## config.mk

```make
export PLATFORM = sky130hd
export DESIGN_NAME = fprc_rx_ctl
export DESIGN_NICKNAME = d
export VERILOG_FILES = /design/src/core/fprc_rx_ctl.v
export VERILOG_INCLUDE_DIRS = /design/src /design/src/include
export SDC_FILE = /design/constraint.sdc
export NUM_CORES = 1
export LEC_CHECK = 0
export ABC_CLOCK_PERIOD_IN_PS = 2600
export BUFFER_PORTS_ARGS = -buffer_cell sky130_fd_sc_hd__buf_2
export CAP_MARGIN = 20
export CORE_UTILIZATION = 34
export DETAILED_ROUTE_END_ITERATION = 7
export REMOVE_ABC_BUFFERS = 1
export SYNTH_ARGS = -nofsm -noshare
export SYNTH_HDL_FRONTEND = slang
export SYNTH_SLANG_ARGS = --single-unit
```

## constraint.sdc

```tcl
create_clock -name aclk -period 2.6 [get_ports aclk]
set_clock_uncertainty 0.15 [all_clocks]
set_input_delay 0.52 -clock aclk [delete_from_list [all_inputs] [get_ports aclk]]
set_output_delay 0.52 -clock aclk [all_outputs]
set_load 0.01 [all_outputs]
```

## src/include/fprc_regs.vh

```
// Constants for the fast ethernet receive coding control block
`ifndef FPRC_REGS_VH
`define FPRC_REGS_VH

// Register indices; byte address is four times the index
`define FPRC_IDX_STATUS    6'h01
`define FPRC_IDX_CONFIG    6'h11
`define FPRC_IDX_SDCTL     6'h18

// Status fields
`define FPRC_ST_LINK       2
`define FPRC_ST_RFAULT     4
// Config fields
`define FPRC_CF_AN_EN      0
`define FPRC_CF_REPEATER   1
`define FPRC_CF_FIBER      2
`define FPRC_CF_FEFI_EN    3
// Signal detect control field
`define FPRC_SD_ANA_LOW    0

`define FPRC_RST_AN_EN     1'b1
`define FPRC_RST_REPEATER  1'b0
`define FPRC_RST_ANA_LOW   1'b0

// AXI responses
`define FPRC_RESP_OKAY     2'h0
`define FPRC_RESP_SLVERR   2'h2

// Timing and counts
`define FPRC_CLK_MHZ       100
`define FPRC_T_READY_US    500
`define FPRC_T_SDLOSS_NS   2000
`define FPRC_CLK_NS        10
`define FPRC_CS_WINDOW     10
`define FPRC_SD_ONES       65
`define FPRC_FEFI_ONES     84
`define FPRC_FEFI_COUNT    3
`define FPRC_GROUP_BITS    5

// Code groups and nibbles
`define FPRC_CG_J          5'h18
`define FPRC_CG_K          5'h11
`define FPRC_CG_T          5'h0d
`define FPRC_CG_R          5'h07
`define FPRC_NIB_PRE       4'h5
`define FPRC_NIB_BADSSD    4'he

`endif

```

## src/core/fprc_rx_ctl.v

```verilog
// Receive coding control: carrier, alignment, link monitor, far-end fault
//
// The implementer's own choices: the register addresses and the AXI4-Lite register port.
`timescale 1ns/1ps
`include "fprc_regs.vh"
module fprc_rx_ctl #(
  parameter READY_CYC  = `FPRC_T_READY_US * `FPRC_CLK_MHZ,
  parameter SDLOSS_CYC = `FPRC_T_SDLOSS_NS / `FPRC_CLK_NS
) (
  input  wire        aclk,
  input  wire        aresetn,
  input  wire [7:0]  s_axi_awaddr,
  input  wire        s_axi_awvalid,
  output reg         s_axi_awready,
  input  wire [31:0] s_axi_wdata,
  input  wire [3:0]  s_axi_wstrb,
  input  wire        s_axi_wvalid,
  output reg         s_axi_wready,
  output reg  [1:0]  s_axi_bresp,
  output reg         s_axi_bvalid,
  input  wire        s_axi_bready,
  input  wire [7:0]  s_axi_araddr,
  input  wire        s_axi_arvalid,
  output reg         s_axi_arready,
  output reg  [31:0] s_axi_rdata,
  output reg  [1:0]  s_axi_rresp,
  output reg         s_axi_rvalid,
  input  wire        s_axi_rready,
  input  wire        rx_link_clk,
  input  wire        rx_bit,
  input  wire        external_signal_detect_input,
  input  wire        an_link_enable,
  input  wire        link10_ok,
  input  wire        mii_tx_en,
  input  wire        tx_bit,
  input  wire        fiber_select_strap,
  output reg  [3:0]  rxd_q,
  output reg         rx_dv_q,
  output reg         rx_er_q,
  output reg         crs_q,
  output reg         link_activity_pin,
  output reg         tx_enable_q,
  output reg         tx_line_q
);

  localparam ST_WAIT  = 2'h0;
  localparam ST_READY = 2'h1;
  localparam ST_UP    = 2'h2;
  localparam [15:0] READY_N  = READY_CYC;
  localparam [15:0] SDLOSS_N = SDLOSS_CYC;

  // Translate a code group; bit 4 is the valid flag
  function [4:0] dec5;
    input [4:0] cg;
    begin
      case (cg)
        5'h1e: dec5 = 5'h10;
        5'h09: dec5 = 5'h11;
        5'h14: dec5 = 5'h12;
        5'h15: dec5 = 5'h13;
        5'h0a: dec5 = 5'h14;
        5'h0b: dec5 = 5'h15;
        5'h0e: dec5 = 5'h16;
        5'h0f: dec5 = 5'h17;
        5'h12: dec5 = 5'h18;
        5'h13: dec5 = 5'h19;
        5'h16: dec5 = 5'h1a;
        5'h17: dec5 = 5'h1b;
        5'h1a: dec5 = 5'h1c;
        5'h1b: dec5 = 5'h1d;
        5'h1c: dec5 = 5'h1e;
        5'h1d: dec5 = 5'h1f;
        default: dec5 = 5'h00;
      endcase
    end
  endfunction

  // Two zeros at least two bit times apart anywhere in the window
  function two_nc_zeros;
    input [9:0] w;
    integer i;
    integer j;
    begin
      two_nc_zeros = 1'b0;
      for (i = 0; i < `FPRC_CS_WINDOW; i = i + 1) begin
        for (j = i + 2; j < `FPRC_CS_WINDOW; j = j + 1) begin
          if (!w[i] && !w[j])
            two_nc_zeros = 1'b1;
        end
      end
    end
  endfunction

  // Each of the eight pin and link inputs passes two flops before use
  reg  [7:0]  sync1_q;
  reg  [7:0]  sync2_q;
  reg         lclk_prev_q;
  wire        lclk_s   = sync2_q[7];
  wire        rxb_s    = sync2_q[6];
  wire        extsd_s  = sync2_q[5];
  wire        an_ok_s  = sync2_q[4];
  wire        l10_s    = sync2_q[3];
  wire        txen_s   = sync2_q[2];
  wire        txb_s    = sync2_q[1];
  wire        strap_s  = sync2_q[0];
  wire        bit_ev   = lclk_s & ~lclk_prev_q;

  always @(posedge aclk) begin
    if (!aresetn) begin
      sync1_q     <= 8'h00;
      sync2_q     <= 8'h00;
      lclk_prev_q <= 1'b0;
    end else begin
      sync1_q     <= {rx_link_clk, rx_bit, external_signal_detect_input,
                      an_link_enable, link10_ok, mii_tx_en, tx_bit,
                      fiber_select_strap};
      sync2_q     <= sync1_q;
      lclk_prev_q <= lclk_s;
    end
  end

  // Configuration state
  reg        an_en_q;
  reg        repeater_q;
  reg        fiber_q;
  reg        fefi_en_q;
  reg        ana_low_q;
  reg        rfault_q;
  reg  [1:0] strap_wait_q;
  reg  [1:0] lm_state_q;

  // Descrambler, self-locking on idle outside frames
  reg  [10:0] lfsr_q;
  wire        rxb = fiber_q ? rxb_s : (rxb_s ^ lfsr_q[10]);
  reg  [9:0]  sh_q;
  wire [9:0]  sh_d = {sh_q[8:0], rxb};

  // Receive framing state
  reg        crs_rx_q;
  reg        frame_q;
  reg        bad_q;
  reg  [3:0] bitcnt_q;
  reg  [6:0] ones_q;
  reg  [1:0] fefi_cnt_q;
  reg        fault_rx_q;
  reg        sd_dig_q;
  reg [15:0] sdloss_q;
  reg [15:0] ready_q;
  reg        was_up_q;
  reg        fefi_tx_q;
  reg  [6:0] pat_q;

  wire sig_ok  = (fiber_q && !ana_low_q) ? sd_dig_q : extsd_s;
  wire link_up = (lm_state_q == ST_UP);
  wire rx_run  = link_up && sig_ok && !fault_rx_q;
  wire [4:0] cur_dec = dec5(sh_d[4:0]);
  wire grp_edge = (bitcnt_q == `FPRC_GROUP_BITS - 1);

  always @(posedge aclk) begin
    if (!aresetn) begin
      lfsr_q     <= 11'h000;
      sh_q       <= 10'h3ff;
      crs_rx_q   <= 1'b0;
      frame_q    <= 1'b0;
      bad_q      <= 1'b0;
      bitcnt_q   <= 4'h0;
      rxd_q      <= 4'h0;
      rx_dv_q    <= 1'b0;
      rx_er_q    <= 1'b0;
      ones_q     <= 7'h00;
      fefi_cnt_q <= 2'h0;
      fault_rx_q <= 1'b0;
      sd_dig_q   <= 1'b0;
      sdloss_q   <= 16'h0000;
    end else begin
      if (bit_ev)
        sdloss_q <= 16'h0000;
      else if (sdloss_q != SDLOSS_N)
        sdloss_q <= sdloss_q + 16'h0001;
      if (sdloss_q == SDLOSS_N)
        sd_dig_q <= 1'b0;
      if (!rx_run) begin
        frame_q <= 1'b0;
        bad_q   <= 1'b0;
        crs_rx_q <= 1'b0;
        rx_dv_q <= 1'b0;
        rx_er_q <= 1'b0;
        rxd_q   <= 4'h0;
      end
      if (bit_ev) begin
        sh_q <= sh_d;
        lfsr_q <= frame_q ? {lfsr_q[9:0], lfsr_q[10] ^ lfsr_q[8]}
                          : {lfsr_q[9:0], ~rxb_s};
        if (rxb) begin
          if (ones_q != 7'h7f)
            ones_q <= ones_q + 7'h01;
          if (ones_q == `FPRC_SD_ONES - 1)
            sd_dig_q <= 1'b1;
          if (ones_q == `FPRC_FEFI_ONES + 1)
            fault_rx_q <= 1'b0;
        end else begin
          ones_q <= 7'h00;
          if (fiber_q && ones_q == `FPRC_FEFI_ONES) begin
            if (fefi_cnt_q == `FPRC_FEFI_COUNT - 1)
              fault_rx_q <= 1'b1;
            else
              fefi_cnt_q <= fefi_cnt_q + 2'h1;
          end else begin
            fefi_cnt_q <= 2'h0;
          end
        end
        // Unframed carrier needs the full ten-bit span to judge the delimiter
        bitcnt_q <= (grp_edge && (frame_q || bad_q)) ? 4'h0 : bitcnt_q + 4'h1;
        if (!crs_rx_q) begin
          if (rx_run && two_nc_zeros(sh_d)) begin
            crs_rx_q <= 1'b1;
            bitcnt_q <= 4'h0;
          end
        end else if (sh_d == 10'h3ff) begin
          crs_rx_q <= 1'b0;
          frame_q  <= 1'b0;
          rx_dv_q  <= 1'b0;
          bad_q    <= 1'b0;
          rx_er_q  <= 1'b0;
          rxd_q    <= 4'h0;
        end else if (!frame_q && !bad_q && rx_run) begin
          if (sh_d == {`FPRC_CG_J, `FPRC_CG_K}) begin
            frame_q  <= 1'b1;
            bitcnt_q <= 4'h0;
            rx_dv_q  <= 1'b1;
            rxd_q    <= `FPRC_NIB_PRE;
          end else if (bitcnt_q == `FPRC_CS_WINDOW - 1) begin
            bad_q    <= 1'b1;
            bitcnt_q <= 4'h0;
          end
        end else if (grp_edge && frame_q && rx_run) begin
          if (sh_d == {`FPRC_CG_T, `FPRC_CG_R}) begin
            frame_q <= 1'b0;
            rx_dv_q <= 1'b0;
            rx_er_q <= 1'b0;
            rxd_q   <= 4'h0;
          end else if (sh_d[4:0] != `FPRC_CG_T) begin
            rxd_q   <= cur_dec[3:0];
            rx_er_q <= ~cur_dec[4];
          end
        end else if (grp_edge && bad_q && rx_run) begin
          rx_er_q <= 1'b1;
          rxd_q   <= `FPRC_NIB_BADSSD;
        end
      end
    end
  end

  // Link monitor; any loss of signal restarts from waiting
  always @(posedge aclk) begin
    if (!aresetn) begin
      lm_state_q <= ST_WAIT;
      ready_q    <= 16'h0000;
    end else if (!sig_ok) begin
      lm_state_q <= ST_WAIT;
      ready_q    <= 16'h0000;
    end else begin
      case (lm_state_q)
        ST_WAIT: begin
          if (ready_q == READY_N - 16'h0001)
            lm_state_q <= ST_READY;
          else
            ready_q <= ready_q + 16'h0001;
        end
        ST_READY: begin
          if (an_ok_s || !an_en_q)
            lm_state_q <= ST_UP;
        end
        ST_UP: lm_state_q <= ST_UP;
        default: lm_state_q <= ST_WAIT;
      endcase
    end
  end

  // Transmit side: enable, fault idle and line coding
  wire tx_src = fefi_tx_q ? (pat_q != `FPRC_FEFI_ONES)
              : (tx_enable_q ? txb_s : 1'b1);

  always @(posedge aclk) begin
    if (!aresetn) begin
      was_up_q          <= 1'b0;
      fefi_tx_q         <= 1'b0;
      pat_q             <= 7'h00;
      tx_enable_q       <= 1'b0;
      tx_line_q         <= 1'b0;
      crs_q             <= 1'b0;
      link_activity_pin <= 1'b0;
    end else begin
      tx_enable_q <= link_up && !fault_rx_q && !fefi_tx_q;
      link_activity_pin <= link_up | l10_s;
      crs_q <= rx_run && (crs_rx_q || (!repeater_q && txen_s));
      if (link_up) begin
        was_up_q  <= 1'b1;
        fefi_tx_q <= 1'b0;
      end else if (was_up_q && !sig_ok && fefi_en_q && fiber_q) begin
        fefi_tx_q <= 1'b1;
        was_up_q  <= 1'b0;
      end
      if (bit_ev) begin
        if (fefi_tx_q)
          pat_q <= (pat_q == `FPRC_FEFI_ONES) ? 7'h00 : pat_q + 7'h01;
        else
          pat_q <= 7'h00;
        if (fiber_q)
          tx_line_q <= tx_line_q ^ tx_src;
        else
          tx_line_q <= tx_src;
      end
    end
  end

  // AXI4-Lite register slave
  reg        aw_have_q;
  reg        w_have_q;
  reg  [5:0] aw_idx_q;
  reg [31:0] wdata_q;
  reg  [3:0] wstrb_q;
  wire [5:0] ar_idx = s_axi_araddr[7:2];
  wire       rd_hs  = s_axi_arvalid && s_axi_arready;
  wire       st_rd  = rd_hs && (ar_idx == `FPRC_IDX_STATUS);
  wire       do_wr  = aw_have_q && w_have_q && !s_axi_bvalid;

  always @(posedge aclk) begin
    if (!aresetn) begin
      s_axi_awready <= 1'b0;
      s_axi_wready  <= 1'b0;
      s_axi_bvalid  <= 1'b0;
      s_axi_bresp   <= `FPRC_RESP_OKAY;
      s_axi_arready <= 1'b0;
      s_axi_rvalid  <= 1'b0;
      s_axi_rresp   <= `FPRC_RESP_OKAY;
      s_axi_rdata   <= 32'h0000_0000;
      aw_have_q     <= 1'b0;
      w_have_q      <= 1'b0;
      aw_idx_q      <= 6'h00;
      wdata_q       <= 32'h0000_0000;
      wstrb_q       <= 4'h0;
      an_en_q       <= `FPRC_RST_AN_EN;
      repeater_q    <= `FPRC_RST_REPEATER;
      ana_low_q     <= `FPRC_RST_ANA_LOW;
      fiber_q       <= 1'b0;
      fefi_en_q     <= 1'b0;
      rfault_q      <= 1'b0;
      strap_wait_q  <= 2'h0;
    end else begin
      // Strap is caught once the synchroniser has filled after release
      if (strap_wait_q != 2'h3) begin
        strap_wait_q <= strap_wait_q + 2'h1;
        if (strap_wait_q == 2'h2) begin
          fiber_q   <= strap_s;
          fefi_en_q <= strap_s;
        end
      end
      s_axi_awready <= s_axi_awvalid && !aw_have_q && !s_axi_awready;
      s_axi_wready  <= s_axi_wvalid && !w_have_q && !s_axi_wready;
      if (s_axi_awvalid && s_axi_awready) begin
        aw_have_q <= 1'b1;
        aw_idx_q  <= s_axi_awaddr[7:2];
      end
      if (s_axi_wvalid && s_axi_wready) begin
        w_have_q <= 1'b1;
        wdata_q  <= s_axi_wdata;
        wstrb_q  <= s_axi_wstrb;
      end
      if (do_wr) begin
        aw_have_q    <= 1'b0;
        w_have_q     <= 1'b0;
        s_axi_bvalid <= 1'b1;
        s_axi_bresp  <= `FPRC_RESP_OKAY;
        case (aw_idx_q)
          `FPRC_IDX_CONFIG: begin
            if (wstrb_q[0]) begin
              an_en_q    <= wdata_q[`FPRC_CF_AN_EN];
              repeater_q <= wdata_q[`FPRC_CF_REPEATER];
              fiber_q    <= wdata_q[`FPRC_CF_FIBER];
              fefi_en_q  <= wdata_q[`FPRC_CF_FEFI_EN];
            end
          end
          `FPRC_IDX_SDCTL: begin
            if (wstrb_q[0])
              ana_low_q <= wdata_q[`FPRC_SD_ANA_LOW];
          end
          `FPRC_IDX_STATUS: s_axi_bresp <= `FPRC_RESP_OKAY;
          default: s_axi_bresp <= `FPRC_RESP_SLVERR;
        endcase
      end else if (s_axi_bvalid && s_axi_bready) begin
        s_axi_bvalid <= 1'b0;
      end
      s_axi_arready <= s_axi_arvalid && !s_axi_arready && !s_axi_rvalid;
      if (rd_hs) begin
        s_axi_rvalid <= 1'b1;
        s_axi_rresp  <= `FPRC_RESP_OKAY;
        s_axi_rdata  <= 32'h0000_0000;
        case (ar_idx)
          `FPRC_IDX_STATUS: begin
            s_axi_rdata[`FPRC_ST_LINK]   <= link_up | l10_s;
            s_axi_rdata[`FPRC_ST_RFAULT] <= rfault_q;
          end
          `FPRC_IDX_CONFIG: begin
            s_axi_rdata[`FPRC_CF_AN_EN]    <= an_en_q;
            s_axi_rdata[`FPRC_CF_REPEATER] <= repeater_q;
            s_axi_rdata[`FPRC_CF_FIBER]    <= fiber_q;
            s_axi_rdata[`FPRC_CF_FEFI_EN]  <= fefi_en_q;
          end
          `FPRC_IDX_SDCTL: s_axi_rdata[`FPRC_SD_ANA_LOW] <= ana_low_q;
          default: s_axi_rresp <= `FPRC_RESP_SLVERR;
        endcase
      end else if (s_axi_rvalid && s_axi_rready) begin
        s_axi_rvalid <= 1'b0;
      end
      // A new fault detection wins over the clear by a status read
      if (fault_rx_q)
        rfault_q <= 1'b1;
      else if (st_rd)
        rfault_q <= 1'b0;
    end
  end

endmodule // fprc_rx_ctl

```

* Yosys cells after proc, flatten, opt, wreduce, memory -nomap -nowiden *
Memory sizes are Yosys's and may differ from the RTL's.
Cells that the tools add are included.

storage, ports and cells
  register bits after elaboration = 143
  logic and storage cells = 354
  bits in latches = 0
  bits of input ports = 67
  ROM bits = 160
  memories = 1
  bits in writable memories = 0

memory list
  memory           depth  bits a word  read ports  clocked after Yosys merged registers in  wr ports  RTL line          RTL
  (no name shown)  32     5            1           0                                        0         fprc_rx_ctl.v:56  case (cg)

operators by class
  $add $sub $neg = 7
  bitwise logic cells = 11
  equality and inequality tests = 31
  order comparisons = 0
  muxes and demuxes = 141
  reductions and logical operators = 117
  divide/modulo/power cells = 0
  multiply operators = 0
  shift operators = 0

operator list
  cell                                                                    number
  1-bit 2-to-1 mux                                                        111
  1-bit logical AND                                                       69
  4-bit 2-to-1 mux                                                        17
  16-bit by 1-bit adder with 16-bit output, second input constant         2
  7-bit equality test, second input constant                              4
  7-bit 2-to-1 mux                                                        4
  1-bit zero test                                                         25
  6-bit by 5-bit equality test with 1-bit output, second input constant   4
  10-bit equality test, second input constant                             2
  16-bit equality test, second input constant                             1
  16-bit by 8-bit equality test with 1-bit output, second input constant  1
  16-bit by 8-bit != test with 1-bit output, second input constant        1
  7-bit by 1-bit adder with 7-bit output, second input constant           2
  7-bit != test, second input constant                                    2
  6-bit by 1-bit equality test with 1-bit output, second input constant   2
  2-bit 2-to-1 mux                                                        6
  2-bit nonzero test                                                      6
  10-bit by 9-bit equality test with 1-bit output, second input constant  1
  3-bit AND reduction                                                     3
  2-bit != test, second input constant                                    4
  2-bit AND reduction                                                     4
  2-bit equality test, second input constant                              3
  1-bit inverter                                                          6
  2-bit case mux with 3 select lines                                      1
  16 further kinds                                                        26

* Depth between registers and ports, before layout *
  depth in word-level cells = 47
  gate-level depth with buffers = 9
  gate-level depth less buffers = 8

* Least setup slack after synthesis *
No wires, ideal clock.

  kind = register -> register
  start = register ready_q[4]
  end = register ready_q[9]
  arrival time = 1.878 ns
  cell stages (with the launch flop) = 8
  setup slack = 0.445 ns
  data required time = 2.322 ns
  setup time = 0.128 ns
  cell sequence = dfxtp_1 -> or4b_1 -> o41ai_4 -> or2_0 -> buf_2 -> nor3_2 -> xnor2_1 -> nor2_1

on the way
  cells in the longest elaborated chain, start to end = 3
  elaborated cells between the ends (all ways) = 4
  classes of those cells = add/sub: 1; eq/ne: 1; bitwise: 1; reduce/logical: 1

RTL lines
  element                                                                                           RTL line           RTL
  start: declaration                                                                                fprc_rx_ctl.v:148  reg [15:0] ready_q;
  start signal: assignment                                                                          fprc_rx_ctl.v:268  ready_q <= ready_q + 16'h0001;
  parallel branches: the longest is 3 deep, another holds 16-bit by 1-bit adder with 16-bit output  n/a

Parallel ways; which one is timed is not known.
A chain may end at the register's enable or synchronous reset.

* Worst setup path after layout *
  start = register lfsr_q[10]
  end = register bitcnt_q[2]

on the way
  cells in the longest elaborated chain, start to end = 46
  elaborated cells between the ends (all ways) = 58
  classes of those cells = eq/ne: 2; mux: 45; bitwise: 1; reduce/logical: 10

RTL lines
  element                         RTL line           RTL
  start: declaration              fprc_rx_ctl.v:133  reg [10:0] lfsr_q;
  start signal: assignment        fprc_rx_ctl.v:192  lfsr_q <= frame_q ? {lfsr_q[9:0], lfsr_q[10] ^ lfsr_q[8]}
  1-bit bitwise XOR (*)           fprc_rx_ctl.v:134  wire rxb = fiber_q ? rxb_s : (rxb_s ^ lfsr_q[10]);
  1-bit 2-to-1 mux (*)            fprc_rx_ctl.v:134
  1-bit zero test                 fprc_rx_ctl.v:87   if (!w[i] && !w[j])
  1-bit logical AND               fprc_rx_ctl.v:87
  1-bit 2-to-1 mux (36 in a row)  fprc_rx_ctl.v:87
  1-bit 2-to-1 mux                fprc_rx_ctl.v:214  if (!crs_rx_q) begin
  1-bit 2-to-1 mux                fprc_rx_ctl.v:190  if (bit_ev) begin
  1-bit 2-to-1 mux                fprc_rx_ctl.v:160  if (!aresetn) begin
  1-bit logical AND               fprc_rx_ctl.v:215  if (rx_run && two_nc_zeros(sh_d)) begin
  4-bit 2-to-1 mux                fprc_rx_ctl.v:215
  4-bit 2-to-1 mux (*)            fprc_rx_ctl.v:214
  end signal: assignment          fprc_rx_ctl.v:213  bitcnt_q <= (grp_edge && (frame_q || bad_q)) ? 4'h0 : bitcnt_q + 4'h1;
  end: declaration                fprc_rx_ctl.v:142  reg [3:0] bitcnt_q;

Mark *: on every way between the ends. The rest lies on a longest branch, timed or not. The select of a mux whose other input is x is not followed.

==> results by group <==
Run status
  – Outcome: finished, final reports clean

Place
  – Final HPWL DP: 9.86 mm
  – Port Buf Inserts: 53
  – Setup WS pre-CTS: -27.4 ps
  – Placer congestion estimate: 0.809

Pwr
  – Static Leakage: between 3 and 4 nW
  – P per Cell Area: 638 mW/mm^2
  – Power Total: about 0.0049 W
  – Max VDD drop: 0.450 mV

Cells and area
  – Fillcell total: 1932
  – Area growth from synthesis to layout: 16.2%
  – Fraction of layout cells with a size suffix above 1: 13.4%
  – Commonest non-fill, non-tap cell in the layout: dfxtp_1
  – Ant. Diodes: 0
  – Layout Nets: 933
  – Commonest cells after routing, fill and taps aside: dfxtp_1 (141), nand2_1 (106), nor2_1 (77), buf_2 (53), nand3_1 (46)

Logic synthesis
  – Mapped Area: roughly 0.0066 mm^2
  – Ys Warns: 0
  – Avg Inst Size Synth: roughly 8.4 um^2
  – Sequential element share of the synthesized area: between 40 and 50%
  – Cell variety after synth: 65
  – Post-Syn Instances: 791
  – Post-synth EDFFs: 0
  – Top cell type's share of synthesized area: between 40% and 50%
  – Synth area leaders: dfxtp_1 (42%), nand2_1 (6.0%), nor2_1 (4.3%)
  – Synthesis-stage register bit count: 141
  – Synth Flop Type: dfxtp_1
  – Cell taking the most area after synthesis: dfxtp_1
  – Share of flip-flops with an asynchronous set or reset: 0%

Min path
  – Endpoint, Worst Hold: sync1_q[4]
  – Hold Crit Class: primary input to flop
  – WHS Path Cells: 2
  – Hold path startpoint: an_link_enable

CTS
  – # clock sinks: 141
  – H-tree Lvls: 4
  – Hold-fix buffers at CTS: 0
  – CTS tree: built
  – Reg clk slew, reported paths: 60 ps
  – CTS root buf: clkbuf_16
  – Clock buffer count from CTS: 17
  – Clock Latency Late Sink: 410 ps
  – Maximum clock path buffer count: 2

Worst setup path
  – Worst reg2reg startpoint: lfsr_q[10]
  – RR Endpoint: bitcnt_q[2]
  – WP data required: 2780 ps
  – Worst EP arrival: between 2000 and 3000 ps
  – CP Launch Type: flop
  – Worst Path Max Fanout: 13
  – FF-to-FF setup slack: 230 ps
  – Reg2reg path depth: 6
  – Crit path kind: flop to flop
  – Critical Path End Type: flop

Global route
  – Initial antenna violation count: 0
  – Total global-route track usage: around 14%
  – Global-route wire length before repair: 23.1 mm
  – Grt ovf: 0
  – Pin count of the biggest net entering global routing: 38
  – Number of global-route vias before repair: 4801

Route
  – Via/cell ratio: 4.77
  – Final ANT Viol Nets: 0
  – Pre-antenna DRT Iters: 6
  – DRC: 0
  – Vias: 5341
  – Routed len/inst: around 12 um
  – Total routed wirelength: 13.8 mm
  – DR iter-0 viols: between 200 and 250

Floorplan
  – Starting Density: 35.1%
  – Row count: 50
  – Die ar.: around 0.020 mm^2
  – Die W: approximately 140 um
  – Die H: 142 um
  – Io pins: roughly 120
  – Std-Cell Core Area: 0.0190 mm^2

Job
  – Max-cap viol count: 0

Timing
  – Slew headroom: 48.5%
  – Final setup fails: 0
  – Fmax: around 420 MHz
  – Max Slew Vio Count: 0
  – Least-Margin Pin Slew: 760 ps
  – Min cycle time layout: 2370 ps
  – Final Cycle Share: 91.3%
  – Final hold violation count: 0
  – RSZ-0062 raised after global routing: no
  – Final WS setup: between 200 and 250 ps
[worst max-delay path by stage]
| stage | start | endpoint | slack, ps | cells past startpoint |
|---|---|---|---|---|
| 2_1_floorplan | sync2_q[7] | rx_dv_q | 190 | 5 |
| 3_3_place_gp | lfsr_q[10] | bitcnt_q[2] | 20 | 6 |
| 3_5_place_dp | lfsr_q[10] | bitcnt_q[2] | -30 | 6 |
| 4_1_cts | lfsr_q[10] | bitcnt_q[2] | 240 | 6 |
| 5_1_grt | lfsr_q[10] | bitcnt_q[2] | 70 | 6 |
| 6_report | lfsr_q[10] | bitcnt_q[2] | 230 | 6 |
[critical path, cell delays in order, from the launching register on]
cell	delay, ps
dfxtp_1	410
nand2b_4	90
xnor2_2	430
a21oi_1	150
o311ai_1	670
a41oi_1	210
a31oi_1	180
[cells by family (layout without fill, tap and decap cells)]
group	count (synthesis)	count (layout)	synth area share, %
AO/OA/AOI/OAI	131	131	13.5
XOR/XNOR	39	39	5.14
adder cells (fa/ha/maj)	20	20	3.76
buffers and inverters	85	125	6.53
flip-flops	141	141	42.5
multiplexers	9	9	1.39
other	1	29	0.0564
AND/OR/NAND/NOR	365	365	27.2
[per-stage QoR]
step	std cells	utilization, %	area (um^2)	hold slack (ps)	setup TNS, ps
2_1_floorplan	756	-	6400	262	0
3_5_place_dp	1087	37.6	7130	267	-45.7
4_1_cts	1119	40.8	7730	140	0
6_report	1119	40.8	7730	157	0
3_3_place_gp	1087	37.6	7130	265	0
5_1_grt	1119	40.8	7730	142	0
[timing repair]
action	in CTS	in global routing
setup endpoints to repair	2	0
resized for setup	1	0
buffers inserted	0	0
[metal layers]
| metal | part of all wire, % | up-vias | GRT usage (%) |
|---|---|---|---|
| met5 | 0 | - | 0 |
| met4 | 0.69 | 0 | 4.53 |
| met3 | 3.4 | 6 | 3.48 |
| met2 | 45 | 91 | 22.8 |
| met1 | 51 | 2462 | 19.3 |
| li1 | - | 2782 | - |
[report_power, final]
part | total (W) | internal (W) | leakage, nW | switching (W)
combinational | 0.000274 | 0.000113 | 1.65 | 0.000161
sequential | 0.00225 | 0.00221 | 1.14 | 0.0000397
clock | 0.00241 | 0.00143 | 0.288 | 0.000976
total | 0.00493 | 0.00375 | 3.08 | 0.00118
[synth_stat cells (3+ instances only)]
master / n
and3_1: 13
mux2i_1: 7
nand2_1: 106
a21o_1: 3
inv_1: 22
xnor2_1: 10
xor2_1: 29
and2_1: 30
nand2b_1: 8
a21oi_1: 30
nor4_1: 9
a31oi_1: 9
buf_2: 4
nand3b_1: 3
o211a_1: 3
a211oi_1: 6
nand4_1: 18
nor3_1: 14
buf_4: 29
nor4bb_1: 3
or3_1: 5
nor2_1: 77
nand3_1: 46
nor3b_1: 3
a21boi_0: 30
o211ai_1: 5
dfxtp_1: 141
o21ai_0: 23
nor2b_1: 15
clkbuf_1: 27
ha_1: 20
[registers in the layout, indices dropped and copies added, names as in the netlist, 2 cells and up]
register      flops
wdata_q           4
fefi_cnt_q        2
sh_q              9
sync1_q           8
pat_q             7
strap_wait_q      2
rxd_q             4
lm_state_q        2
sdloss_q         16
sync2_q           8
lfsr_q           11
s_axi_rdata       5
aw_idx_q          6
bitcnt_q          4
ones_q            7
ready_q          16
[area by class of cell]
| class | instances | area, um^2 | area share (%) |
|---|---|---|---|
| Clock inverter | 14 | 159 | 2.06 |
| Inverter | 22 | 82.6 | 1.07 |
| Clock buffer | 18 | 429 | 5.55 |
| Sequential cell | 141 | 2820 | 36.5 |
| Multi-Input combinational cell | 593 | 3510 | 45.4 |
| Timing Repair Buffer | 71 | 400 | 5.18 |
| Tap cell | 260 | 325 | 4.21 |
Power figures use the tool's default switching activity.
